`src/pkg/swseq_pkg.sv`:
```
package swseq_pkg;
	// ------------------------------------------------------------
	// Register map (byte addresses)
	// ------------------------------------------------------------
	localparam logic [7:0] REG_CTRL = 8'h00;
	localparam logic [7:0] REG_STATUS = 8'h04;
	localparam logic [7:0] REG_PANEL = 8'h08;
	localparam logic [7:0] REG_TIME_PANEL = 8'h10;
	localparam logic [7:0] REG_TIME_SEC = 8'h14;
	localparam logic [7:0] REG_TIME_THIRD = 8'h18;
	localparam int ADDR_W = 8;

	// ------------------------------------------------------------
	// Field layout of the timing registers (in line cycles) and status register
	// ------------------------------------------------------------
	localparam int FIELD_W = 8;
	localparam int WELD_LSB = 0;
	localparam int COOL_LSB = 8;
	localparam int HOLD_LSB = 16;
	localparam int TIME_W = 24;
	localparam int STATUS_STATE_LSB = 0;
	localparam int STATUS_GATE_BIT = 4;
	localparam int STATUS_SCHED_LSB = 8;
	localparam int STATUS_CNT_LSB = 16;

	// ------------------------------------------------------------
	// Reset values and fixed schedule numbers
	// ------------------------------------------------------------
	localparam logic [7:0] SEAM_MODE_RST = 8'h00;
	localparam logic [7:0] PANEL_RST = 8'h00;
	localparam logic [TIME_W-1:0] TIME_RST = 24'h000000;
	localparam logic [7:0] SCHED_SECOND = 8'h0a;
	localparam logic [7:0] SCHED_THIRD = 8'h14;
	localparam logic [1:0] SLOT_PANEL = 2'h0;
	localparam logic [1:0] SLOT_SECOND = 2'h1;
	localparam logic [1:0] SLOT_THIRD = 2'h2;

	// ------------------------------------------------------------
	// AXI responses
	// ------------------------------------------------------------
	localparam logic [1:0] RESP_OKAY = 2'h0;
	localparam logic [1:0] RESP_SLVERR = 2'h2;

	typedef enum logic [2:0] {
		ST_IDLE = 3'b000,
		ST_WELD = 3'b001,
		ST_COOL = 3'b010,
		ST_HOLD = 3'b011,
		ST_DONE = 3'b100
	} swseq_state_t;
endpackage

```
`src/hw/swseq_line_tick.sv`:
```
`timescale 1ns/1ps
module swseq_line_tick import swseq_pkg::*; (
	// Clock and reset
	input wire logic mclk_in,
	input wire logic srst_in,
	// Synchronised line reference
	input wire logic line_level_in,
	output logic tick_out
);
	typedef struct packed {
		logic last;
		logic tick;
	} swseq_tick_t;

	swseq_tick_t t_reg;
	swseq_tick_t t_next;

	// One pulse per rising zero crossing of the supply
	always_comb begin
		t_next.last = line_level_in;
		t_next.tick = line_level_in & ~t_reg.last;
	end

	always_ff @(posedge mclk_in) begin
		if (srst_in) begin
			// Same level as the synchroniser's reset: no false tick after it
			t_reg <= '{last: 1'b1, tick: 1'b0};
		end else begin
			t_reg <= t_next;
		end
	end

	assign tick_out = t_reg.tick;
endmodule // swseq_line_tick

```
`src/hw/swseq_sync.sv`:
```
`timescale 1ns/1ps
module swseq_sync import swseq_pkg::*; #(
	parameter int W = 4
) (
	// Clock and reset
	input wire logic mclk_in,
	input wire logic srst_in,
	// Pins
	input wire logic [W-1:0] async_in,
	output logic [W-1:0] sync_out
);
	typedef struct packed {
		logic [W-1:0] meta;
		logic [W-1:0] stable;
	} swseq_sync_t;

	swseq_sync_t s_reg;
	swseq_sync_t s_next;

	// Open contacts read high; reset to that level
	always_comb begin
		s_next.meta = async_in;
		s_next.stable = s_reg.meta;
	end

	always_ff @(posedge mclk_in) begin
		if (srst_in) begin
			s_reg <= '1;
		end else begin
			s_reg <= s_next;
		end
	end

	assign sync_out = s_reg.stable;
endmodule // swseq_sync

```
`src/hw/swseq_top.sv`:
```
`timescale 1ns/1ps
module swseq_top import swseq_pkg::*; (
	// Clock and reset
	input wire logic mclk_in,
	input wire logic srst_in,
	// Initiation contacts, low when closed to ground
	input wire logic primary_initiate_input_n_in,
	input wire logic second_initiate_input_n_in,
	input wire logic third_initiate_input_n_in,
	// Supply line reference square wave
	input wire logic line_ref_in,
	// Contactor gate
	output logic weld_gate_out,
	// AXI4-Lite write address
	input wire logic [ADDR_W-1:0] s_axi_awaddr,
	input wire logic s_axi_awvalid,
	output logic s_axi_awready,
	// AXI4-Lite write data
	input wire logic [31:0] s_axi_wdata,
	input wire logic [3:0] s_axi_wstrb,
	input wire logic s_axi_wvalid,
	output logic s_axi_wready,
	// AXI4-Lite write response
	output logic [1:0] s_axi_bresp,
	output logic s_axi_bvalid,
	input wire logic s_axi_bready,
	// AXI4-Lite read address
	input wire logic [ADDR_W-1:0] s_axi_araddr,
	input wire logic s_axi_arvalid,
	output logic s_axi_arready,
	// AXI4-Lite read data
	output logic [31:0] s_axi_rdata,
	output logic [1:0] s_axi_rresp,
	output logic s_axi_rvalid,
	input wire logic s_axi_rready
);
	// ------------------------------------------------------------
	// State
	// ------------------------------------------------------------
	typedef struct packed {
		swseq_state_t st;
		logic [FIELD_W-1:0] cnt;
		logic [1:0] slot;
		logic gate;
		logic [7:0] seam_mode;
		logic [7:0] panel_sched;
		logic [2:0][TIME_W-1:0] tm;
		logic aw_got;
		logic w_got;
		logic [ADDR_W-1:0] awaddr;
		logic [31:0] wdata;
		logic [3:0] wstrb;
		logic bvalid;
		logic [1:0] bresp;
		logic rvalid;
		logic [31:0] rdata;
		logic [1:0] rresp;
	} swseq_main_t;

	swseq_main_t r_reg;
	swseq_main_t r_next;

	logic [3:0] pins_sync;
	logic [2:0] init_closed;
	logic any_init;
	logic line_tick;
	logic [1:0] live_slot;
	logic [TIME_W-1:0] live_tm;
	logic [FIELD_W-1:0] weld_t;
	logic [FIELD_W-1:0] cool_t;
	logic [FIELD_W-1:0] hold_t;
	logic seam_on;

	// ------------------------------------------------------------
	// Functions
	// ------------------------------------------------------------
	// Highest-numbered closed input wins
	function automatic logic [1:0] pick_slot(input logic [2:0] closed);
		logic [1:0] s;
		s = SLOT_PANEL;
		if (closed[2]) begin
			s = SLOT_THIRD;
		end else if (closed[1]) begin
			s = SLOT_SECOND;
		end
		return s;
	endfunction

	// Interval ends on the tick that completes it; zero acts as one
	function automatic logic interval_done(input logic [FIELD_W-1:0] cnt,
			input logic [FIELD_W-1:0] lim);
		logic [FIELD_W:0] nxt;
		nxt = {1'b0, cnt} + {{FIELD_W{1'b0}}, 1'b1};
		return nxt >= {1'b0, lim};
	endfunction

	function automatic logic [31:0] merge(input logic [31:0] old,
			input logic [31:0] data, input logic [3:0] strb);
		logic [31:0] m;
		m = old;
		for (int b = 0; b < 4; b++) begin
			if (strb[b]) begin
				m[b*8 +: 8] = data[b*8 +: 8];
			end
		end
		return m;
	endfunction

	// ------------------------------------------------------------
	// Pin synchronisers and line tick
	// ------------------------------------------------------------
	swseq_sync #(
		.W(4)
	) u_sync (
		.mclk_in(mclk_in),
		.srst_in(srst_in),
		.async_in({line_ref_in, third_initiate_input_n_in,
			second_initiate_input_n_in, primary_initiate_input_n_in}),
		.sync_out(pins_sync)
	);

	swseq_line_tick u_tick (
		.mclk_in(mclk_in),
		.srst_in(srst_in),
		.line_level_in(pins_sync[3]),
		.tick_out(line_tick)
	);

	assign init_closed = ~pins_sync[2:0];
	assign any_init = |init_closed;
	assign live_slot = pick_slot(init_closed);
	// Live selection while closed so timing changes act at once
	assign live_tm = r_reg.tm[any_init ? live_slot : r_reg.slot];
	assign weld_t = live_tm[WELD_LSB +: FIELD_W];
	assign cool_t = live_tm[COOL_LSB +: FIELD_W];
	assign hold_t = live_tm[HOLD_LSB +: FIELD_W];
	assign seam_on = (r_reg.seam_mode != SEAM_MODE_RST);

	// ------------------------------------------------------------
	// Next state
	// ------------------------------------------------------------
	always_comb begin
		logic [31:0] cur;
		cur = 32'h00000000;
		r_next = r_reg;
		r_next.slot = any_init ? live_slot : r_reg.slot;
		// Moves only on line ticks, except DONE to IDLE below: gate switches in step with the line
		if (line_tick) begin
			r_next.cnt = r_reg.cnt + 8'h01;
			case (r_reg.st)
			ST_IDLE: begin
				r_next.cnt = 8'h00;
				if (any_init) begin
					r_next.st = ST_WELD;
					r_next.gate = 1'b1;
				end
			end
			ST_WELD: begin
				if (!any_init) begin
					r_next.st = ST_HOLD;
					r_next.gate = 1'b0;
					r_next.cnt = 8'h00;
				end else if (interval_done(r_reg.cnt, weld_t)) begin
					r_next.cnt = 8'h00;
					if (!seam_on) begin
						r_next.st = ST_HOLD;
						r_next.gate = 1'b0;
					end else if (cool_t != 8'h00) begin
						r_next.st = ST_COOL;
						r_next.gate = 1'b0;
					end
					// Cool of zero keeps conducting: continuous seam
				end
			end
			ST_COOL: begin
				if (interval_done(r_reg.cnt, cool_t)) begin
					r_next.cnt = 8'h00;
					if (any_init) begin
						r_next.st = ST_WELD;
						r_next.gate = 1'b1;
					end else begin
						r_next.st = ST_HOLD;
					end
				end
			end
			ST_HOLD: begin
				if (hold_t == 8'h00 || interval_done(r_reg.cnt, hold_t)) begin
					r_next.st = ST_DONE;
					r_next.cnt = 8'h00;
				end
			end
			ST_DONE: begin
				r_next.cnt = 8'h00;
			end
			default: begin
				r_next.st = ST_IDLE;
				r_next.gate = 1'b0;
			end
			endcase
		end
		// Needs every contact open before a new sequence may start
		if (r_reg.st == ST_DONE && !any_init) begin
			r_next.st = ST_IDLE;
		end
		// --- AXI write: address and data in either order
		if (s_axi_awvalid && !r_reg.aw_got && !r_reg.bvalid) begin
			r_next.aw_got = 1'b1;
			r_next.awaddr = s_axi_awaddr;
		end
		if (s_axi_wvalid && !r_reg.w_got && !r_reg.bvalid) begin
			r_next.w_got = 1'b1;
			r_next.wdata = s_axi_wdata;
			r_next.wstrb = s_axi_wstrb;
		end
		if (r_reg.aw_got && r_reg.w_got && !r_reg.bvalid) begin
			r_next.aw_got = 1'b0;
			r_next.w_got = 1'b0;
			r_next.bvalid = 1'b1;
			r_next.bresp = RESP_OKAY;
			if (r_reg.awaddr == REG_CTRL) begin
				cur = merge({24'h000000, r_reg.seam_mode}, r_reg.wdata,
					r_reg.wstrb);
				r_next.seam_mode = cur[7:0];
			end else if (r_reg.awaddr == REG_PANEL) begin
				cur = merge({24'h000000, r_reg.panel_sched}, r_reg.wdata,
					r_reg.wstrb);
				r_next.panel_sched = cur[7:0];
			end else if (r_reg.awaddr == REG_TIME_PANEL) begin
				cur = merge({8'h00, r_reg.tm[0]}, r_reg.wdata, r_reg.wstrb);
				r_next.tm[0] = cur[TIME_W-1:0];
			end else if (r_reg.awaddr == REG_TIME_SEC) begin
				cur = merge({8'h00, r_reg.tm[1]}, r_reg.wdata, r_reg.wstrb);
				r_next.tm[1] = cur[TIME_W-1:0];
			end else if (r_reg.awaddr == REG_TIME_THIRD) begin
				cur = merge({8'h00, r_reg.tm[2]}, r_reg.wdata, r_reg.wstrb);
				r_next.tm[2] = cur[TIME_W-1:0];
			end else if (r_reg.awaddr != REG_STATUS) begin
				r_next.bresp = RESP_SLVERR;
			end
		end
		if (r_reg.bvalid && s_axi_bready) begin
			r_next.bvalid = 1'b0;
		end

		// --- AXI read
		if (s_axi_arvalid && !r_reg.rvalid) begin
			r_next.rvalid = 1'b1;
			r_next.rresp = RESP_OKAY;
			r_next.rdata = 32'h00000000;
			if (s_axi_araddr == REG_CTRL) begin
				r_next.rdata[7:0] = r_reg.seam_mode;
			end else if (s_axi_araddr == REG_STATUS) begin
				r_next.rdata[STATUS_STATE_LSB +: 3] = r_reg.st;
				r_next.rdata[STATUS_GATE_BIT] = r_reg.gate;
				r_next.rdata[STATUS_SCHED_LSB +: 8] =
					(r_reg.slot == SLOT_THIRD) ? SCHED_THIRD :
					(r_reg.slot == SLOT_SECOND) ? SCHED_SECOND :
					r_reg.panel_sched;
				r_next.rdata[STATUS_CNT_LSB +: FIELD_W] = r_reg.cnt;
			end else if (s_axi_araddr == REG_PANEL) begin
				r_next.rdata[7:0] = r_reg.panel_sched;
			end else if (s_axi_araddr == REG_TIME_PANEL) begin
				r_next.rdata[TIME_W-1:0] = r_reg.tm[0];
			end else if (s_axi_araddr == REG_TIME_SEC) begin
				r_next.rdata[TIME_W-1:0] = r_reg.tm[1];
			end else if (s_axi_araddr == REG_TIME_THIRD) begin
				r_next.rdata[TIME_W-1:0] = r_reg.tm[2];
			end else begin
				r_next.rresp = RESP_SLVERR;
			end
		end
		if (r_reg.rvalid && s_axi_rready) begin
			r_next.rvalid = 1'b0;
		end
	end

	always_ff @(posedge mclk_in) begin
		if (srst_in) begin
			r_reg <= '0;
			r_reg.st <= ST_IDLE;
			r_reg.seam_mode <= SEAM_MODE_RST;
			r_reg.panel_sched <= PANEL_RST;
			r_reg.tm <= {TIME_RST, TIME_RST, TIME_RST};
		end else begin
			r_reg <= r_next;
		end
	end

	// ------------------------------------------------------------
	// Outputs
	// ------------------------------------------------------------
	assign weld_gate_out = r_reg.gate;
	assign s_axi_awready = !r_reg.aw_got && !r_reg.bvalid;
	assign s_axi_wready = !r_reg.w_got && !r_reg.bvalid;
	assign s_axi_bvalid = r_reg.bvalid;
	assign s_axi_bresp = r_reg.bresp;
	assign s_axi_arready = !r_reg.rvalid;
	assign s_axi_rvalid = r_reg.rvalid;
	assign s_axi_rdata = r_reg.rdata;
	assign s_axi_rresp = r_reg.rresp;
endmodule // swseq_top

```
`config.mk`:
```
export PLATFORM = sky130hd
export DESIGN_NAME = swseq_top
export DESIGN_NICKNAME = d
export VERILOG_FILES = /design/src/pkg/swseq_pkg.sv /design/src/hw/swseq_line_tick.sv /design/src/hw/swseq_sync.sv /design/src/hw/swseq_top.sv
export SDC_FILE = /design/constraint.sdc
export NUM_CORES = 1
export LEC_CHECK = 0
export ABC_AREA = 1
export BUFFER_PORTS_ARGS = -buffer_cell sky130_fd_sc_hd__buf_2
export CORE_ASPECT_RATIO = 2
export CORE_MARGIN = 2
export CORE_UTILIZATION = 50
export DETAILED_ROUTE_END_ITERATION = 7
export PLACE_DENSITY = 0.7
export SYNTH_ARGS = -nofsm -noshare
export SYNTH_HDL_FRONTEND = slang
export SYNTH_HIERARCHICAL = 1
export SYNTH_SLANG_ARGS = --single-unit
```
`constraint.sdc`:
```
create_clock -name mclk_in -period 3.87 [get_ports mclk_in]
set_clock_uncertainty 0.1 [all_clocks]
set_input_delay 0.387 -clock mclk_in [delete_from_list [all_inputs] [get_ports mclk_in]]
set_output_delay 0.387 -clock mclk_in [all_outputs]
set_load 0.02 [all_outputs]
```
Word level (Yosys, flattened, before mapping):

Cells that the tools add are included.

* register bits: 179
* word-level logic and storage cells: 157
* input port bits: 63
* output and inout port bits: 42

* order comparisons: 4
* $add $sub $neg: 2
* reductions and logical operators: 44
* bitwise logic cells: 9
* equal/unequal tests: 21
* muxes and demuxes: 48

Operators by type and width (number)
* $mux 24: 4
* $bmux 24 s2: 1
* $eq 8x5->1 const B: 6
* $mux 16: 3
* $mux 11: 4
* $mux 8: 4
* $pmux 8 s4: 1
* $mux 2: 15
* $reduce_and 7->1: 4
* $ge 9x8->1: 3
* $logic_not 8->1: 3
* $reduce_and 5->1: 4
* $reduce_and 6->1: 3
* $eq 8x4->1 const B: 2
* $reduce_bool 8->1: 2
* $mux 3: 5
* $pmux 3 s5: 1
* $logic_and 1x1->1: 12
* $reduce_or 2->1: 6
* $add 8x1->9 const B: 1
* $mux 1: 9
* $add 8x1->8 const B: 1
* $eq 8x3->1 const B: 1
* $ne 8x3->1 const B: 1
* other kinds (19): 32

Depth between registers and ports, before layout:

* depth after elaboration: 12
* gate-level depth with buffers: 22
* depth with buffers taken out: 21

Modules after synthesis:

The synthesis kept the hierarchy.

Modules (own cells, without submodules)
* swseq_top: cells an instance 1191, area an instance 8589.5 µm², seq. area each 3343.2 µm², times used 1
* swseq_sync: cells an instance 25, area an instance 224.0 µm², seq. area each 160.2 µm², times used 1
* swseq_line_tick: cells an instance 6, area an instance 60.1 µm², seq. area each 40.0 µm², times used 1

Worst setup path after synthesis:

OpenSTA, ideal clock, no wires.

* kind: register -> register
* start: reg r_reg[175] in the netlist's numbering
* end: reg r_reg[183] in the netlist's numbering
* buffers on the path: 0
* setup slack: 1167 ps
* arrival: 2490 ps
* stages on the path, launching flop included: 16
* cells stage by stage: dfxtp_1 > inv_1 > nor3_1 > nand3_1 > nor3b_1 > xor2_1 > ha_1 > nand4_1 > nor3_1 > nand2_1 > nand4_1 > nor2_1 > nor2_2 > nand3_2 > nor2_1 > nor2_1

* cells in the longest elaborated chain, start to end: 5

RTL lines
* from (decl): line swseq_top.sv:60 `swseq_main_t r_reg;`
* from (signal assigned): line swseq_top.sv:285 `r_reg <= r_next;`
* $add 8x1->9 *: line swseq_top.sv:93 `nxt = {1'b0, cnt} + {{FIELD_W{1'b0}}, 1'b1};`
* $ge 9x8->1: line swseq_top.sv:94 `return nxt >= {1'b0, lim};`
* $logic_or 1x1->1: line swseq_top.sv:187 `if (hold_t == 8'h00 || interval_done(r_reg.cnt, hold_t)) begin`
* $ne 2x2->1 (no source line)
* $reduce_and 7->1 (no source line) *

Mark *: on every way between the ends. The rest lies on a longest branch, timed or not.
A chain may end at the register's enable or synchronous reset.

Worst setup path after layout:

* start: reg u_sync.s_reg, in the netlist u_sync/sync_out[0]
* end: reg r_reg[185] in the netlist's numbering

* cells in the longest elaborated chain, start to end: 9

RTL lines
* from (decl): line swseq_sync.sv:17 `swseq_sync_t s_reg;`
* from (signal assigned): line swseq_sync.sv:30 `s_reg <= s_next;`
* $not 3->3 *: line swseq_top.sv:129 `assign init_closed = ~pins_sync[2:0];`
* $reduce_or 3->1 *: line swseq_top.sv:130 `assign any_init = |init_closed;`
* $mux 2
* $bmux 24 s2: line swseq_top.sv:133 `assign live_tm = r_reg.tm[any_init ? live_slot : r_reg.slot];`
* $mux 24: line swseq_top.sv:133
* $ge 9x8->1 / $logic_not 8->1 (equally long branches): line swseq_top.sv:94, swseq_top.sv:187
* $logic_or 1x1->1: line swseq_top.sv:187
* $ne 2x2->1 (no source line)
* $reduce_and 7->1 (no source line)

Mark *: on every way between the ends. The rest lies on a longest branch, timed or not. The select of a mux whose other input is x is not followed.

==> out/qor.csv <==
metric,value,unit
status,"finished, final reports clean",
remaining antenna violation count after routing,0,
"Setup Fix Bufs, Post-CTS",0,
max reg flops,138,
syn avg cell area,7.26,sq um
Inst Count DP,1445,
port bufs,85,
commonest register cell after synthesis,dfxtp_1,
compound-gate portion of the synthesized area,23.2,%
global-route wire length before repair,39600,um
Final Hold Viols,0,
Async SR Flop Fraction,0,%
Power Internal,3070,uW
crit path capture type,register,
slowest CP cell,dfxtp_1,
Vias per Instance,5.64,
f_max,0.295,GHz
n_diodes,0,
CP Cell Sequence,nand2_2 > nand2_4 > nand2_4 > inv_2 > nand2_1 > a21oi_1 > a31oi_1 > ha_1 > nand2_1 > a21oi_1 > nor2_1 > nor2_1 > nor2_1 > nand4_1 > nor2_1 > nor2_2 > nand3_2 > nand2_1 > nand2_1 > nor2_1,
Wirelength per Cell,16.8,um
initial antenna violation count,0,
Pwr per Cell Area,426,nW/um^2
die footprint,18900,sq um
initial DRC count,547,
Top Family by Delay on Critical Path,simple AND/OR/NAND/NOR gates,
Min-Delay Path Class,input port to register,
Die Y,192,um
Setup Crit Path Kind,register to register,
Hold Worst Slack,26.1,ps
Ports,105,
Seq pwr share,46.0,%
row count,69,
total number of vias,8331,
cell count after synthesis,1222,
# resized after CTS,0,
CP dominant cell by count,nor2_1,
main combinational cell family by area after synthesis,compound AO/OA/AOI/OAI gates,
drt first pass iters,6,
CTS root buffer,clkbuf_16,
Worst IR Drop VDD,309,uV
Tot Pwr,4150,uW
final setup vio count,0,
Synth Area in Simple Gates,21.1,%
final WL,24800,um
clock slew at reported path FFs,60,ps
Sw Share,26.1,%
RSZ-0062 raised after global routing,no,
"Req. time, crit path",4130,ps
largest net degree at the start of global routing,74,
Seq cells post-synth,177,
Post-CTS Hold Buffers,0,
total clock sinks,177,
grt total ovfl,0,
core area,17600,sq um
share of cells above drive strength 1,13.9,%
Detail Placement HPWL,18100,um
total CTS buffers,17,
worst skew pair latency,440,ps
Fillers,1743,
fin. max-slew vios,0,
final non-filler cell total,1476,
Die W,98.2,um
Synth Cell Area,8870,sq um
fin nets,1339,
gr usage total,26.7,%
Combinational Power Share,11.0,%
clock share of power,42.9,%
synth warn,6,
vias in the first global route,8054,
period utilization,87.5,%
Residual DRC,0,
P_leak,0.00412,uW
CTS tree,done,
sequential cell area fraction in the yosys report,39.9,%
Area Growth Syn to Fin,9.70,%
CP max stage delay,380,ps
"EDFF count, synth",0,
mux share of post-synthesis cell area,0,%
CP bufs+invs,1,
slew margin rel.,24.4,%
"critical path fanouts, max",22,
Clock Path Buffers,2,
Max-cap violations,0,
post-route setup TNS,0,ps
fin util,55.3,%
synth unique cells,45,
htree depth,4,
Adder-Cell Fraction of Synth Area,3.53,%
Slew @ Worst Pin,1130,ps
Startpoint Class,register,
"most common cell after layout, fill and taps aside",nand2_1,
NetSw,1080,uW
xor and xnor area share after synthesis,0.592,%
crit path time final,3390,ps
global placer's final weighted congestion,0.940,
arrival time at the worst endpoint,3650,ps
"commonest non-fill, non-tap cells in the layout","209 x nand2_1, 177 x dfxtp_1, 169 x a21oi_1, 141 x o21ai_0, 116 x inv_1",
Initial Util,50.4,%
logic make-up after synthesis:
group	Yosys count
compound gates	377
xor+xnor	6
fa+ha+maj	25
buf+inv	221
flops	177
other cells	1
simple gates	415
worst min-delay path: cells and delay by family:
kind	cells	cell delay (ps)
simple gates	1	40
buf+inv	2	110
power groups by stage:
stage	registers, uW	logic (uW)	clock network, uW
CTS	1910	459	1800
floorplan	1940	350	0
global placement	1950	448	0
finish	1910	458	1780
detailed placement	1950	458	0
global route	1910	516	1860
metrics by stage:
step                      setup slack (ps)  instance area, sq um
final                                  485                  9730
after global routing                   126                  9730
after CTS                              484                  9730
after detailed placement               565                  9120
after global placement                 661                  9120
after floorplan                       1170                  8910
cells in the mapped netlist (2+ instances only):
master / n / share of area (%)
nand2_1: 209 / 8.8
dfxtp_1: 177 / 40
a21oi_1: 169 / 9.5
o21ai_0: 141 / 8.0
inv_1: 116 / 4.9
nor2_1: 93 / 3.9
nand3_1: 55 / 3.1
buf_4: 37 / 3.1
clkbuf_1: 33 / 1.4
ha_1: 25 / 3.5
a211oi_1: 18 / 1.5
buf_2: 18 / 1.0
o211ai_1: 17 / 1.4
nand3_2: 11 / 1.2
nand4_1: 9 / 0.63
o2111ai_1: 9 / 0.89
a31oi_1: 8 / 0.56
nor2_2: 8 / 0.56
nand2_2: 7 / 0.49
nor3_1: 7 / 0.39
inv_2: 6 / 0.25
buf_6: 5 / 0.63
nand2_4: 5 / 0.63
xor2_1: 5 / 0.49
clkinv_1: 4 / 0.17
o21ai_1: 4 / 0.23
a22oi_1: 3 / 0.25
nor3_2: 3 / 0.34
a21oi_2: 2 / 0.20
nor2_4: 2 / 0.25
o21a_1: 2 / 0.17
final timing paths:
check | start | endpoint | cells past startpoint | slack [ps]
min | third_initiate_input_n_in | u_sync/s_next[2] | 3 | 30
min reg2reg | u_tick/t_reg[1] | u_tick/tick_out | 1 | 300
max | u_sync/sync_out[0] | r_reg[185] | 20 | 480
max reg2reg | u_sync/sync_out[0] | r_reg[185] | 20 | 480
metal layers:
layer	vias up	part of all wire, %	wire length [um]	GRT usage [%]
met1	3871	38	9360	29.6
met4	0	5.1	1260	15.2
met5	-	0	0	0
li1	4104	-	-	-
met3	65	4.8	1200	3.88
met2	291	52	13000	48.2
cell type report:
class | instances | area [sq um] | area share (%)
Multi-Input combinational cell | 833 | 4330 | 44.5
Sequential cell | 177 | 3540 | 36.4
Timing Repair Buffer | 95 | 500 | 5.14
Inverter | 127 | 480 | 4.94
Clock buffer | 19 | 453 | 4.65
Tap cell | 213 | 267 | 2.74
Clock inverter | 12 | 158 | 1.62
(Power assumes the default switching activity.)
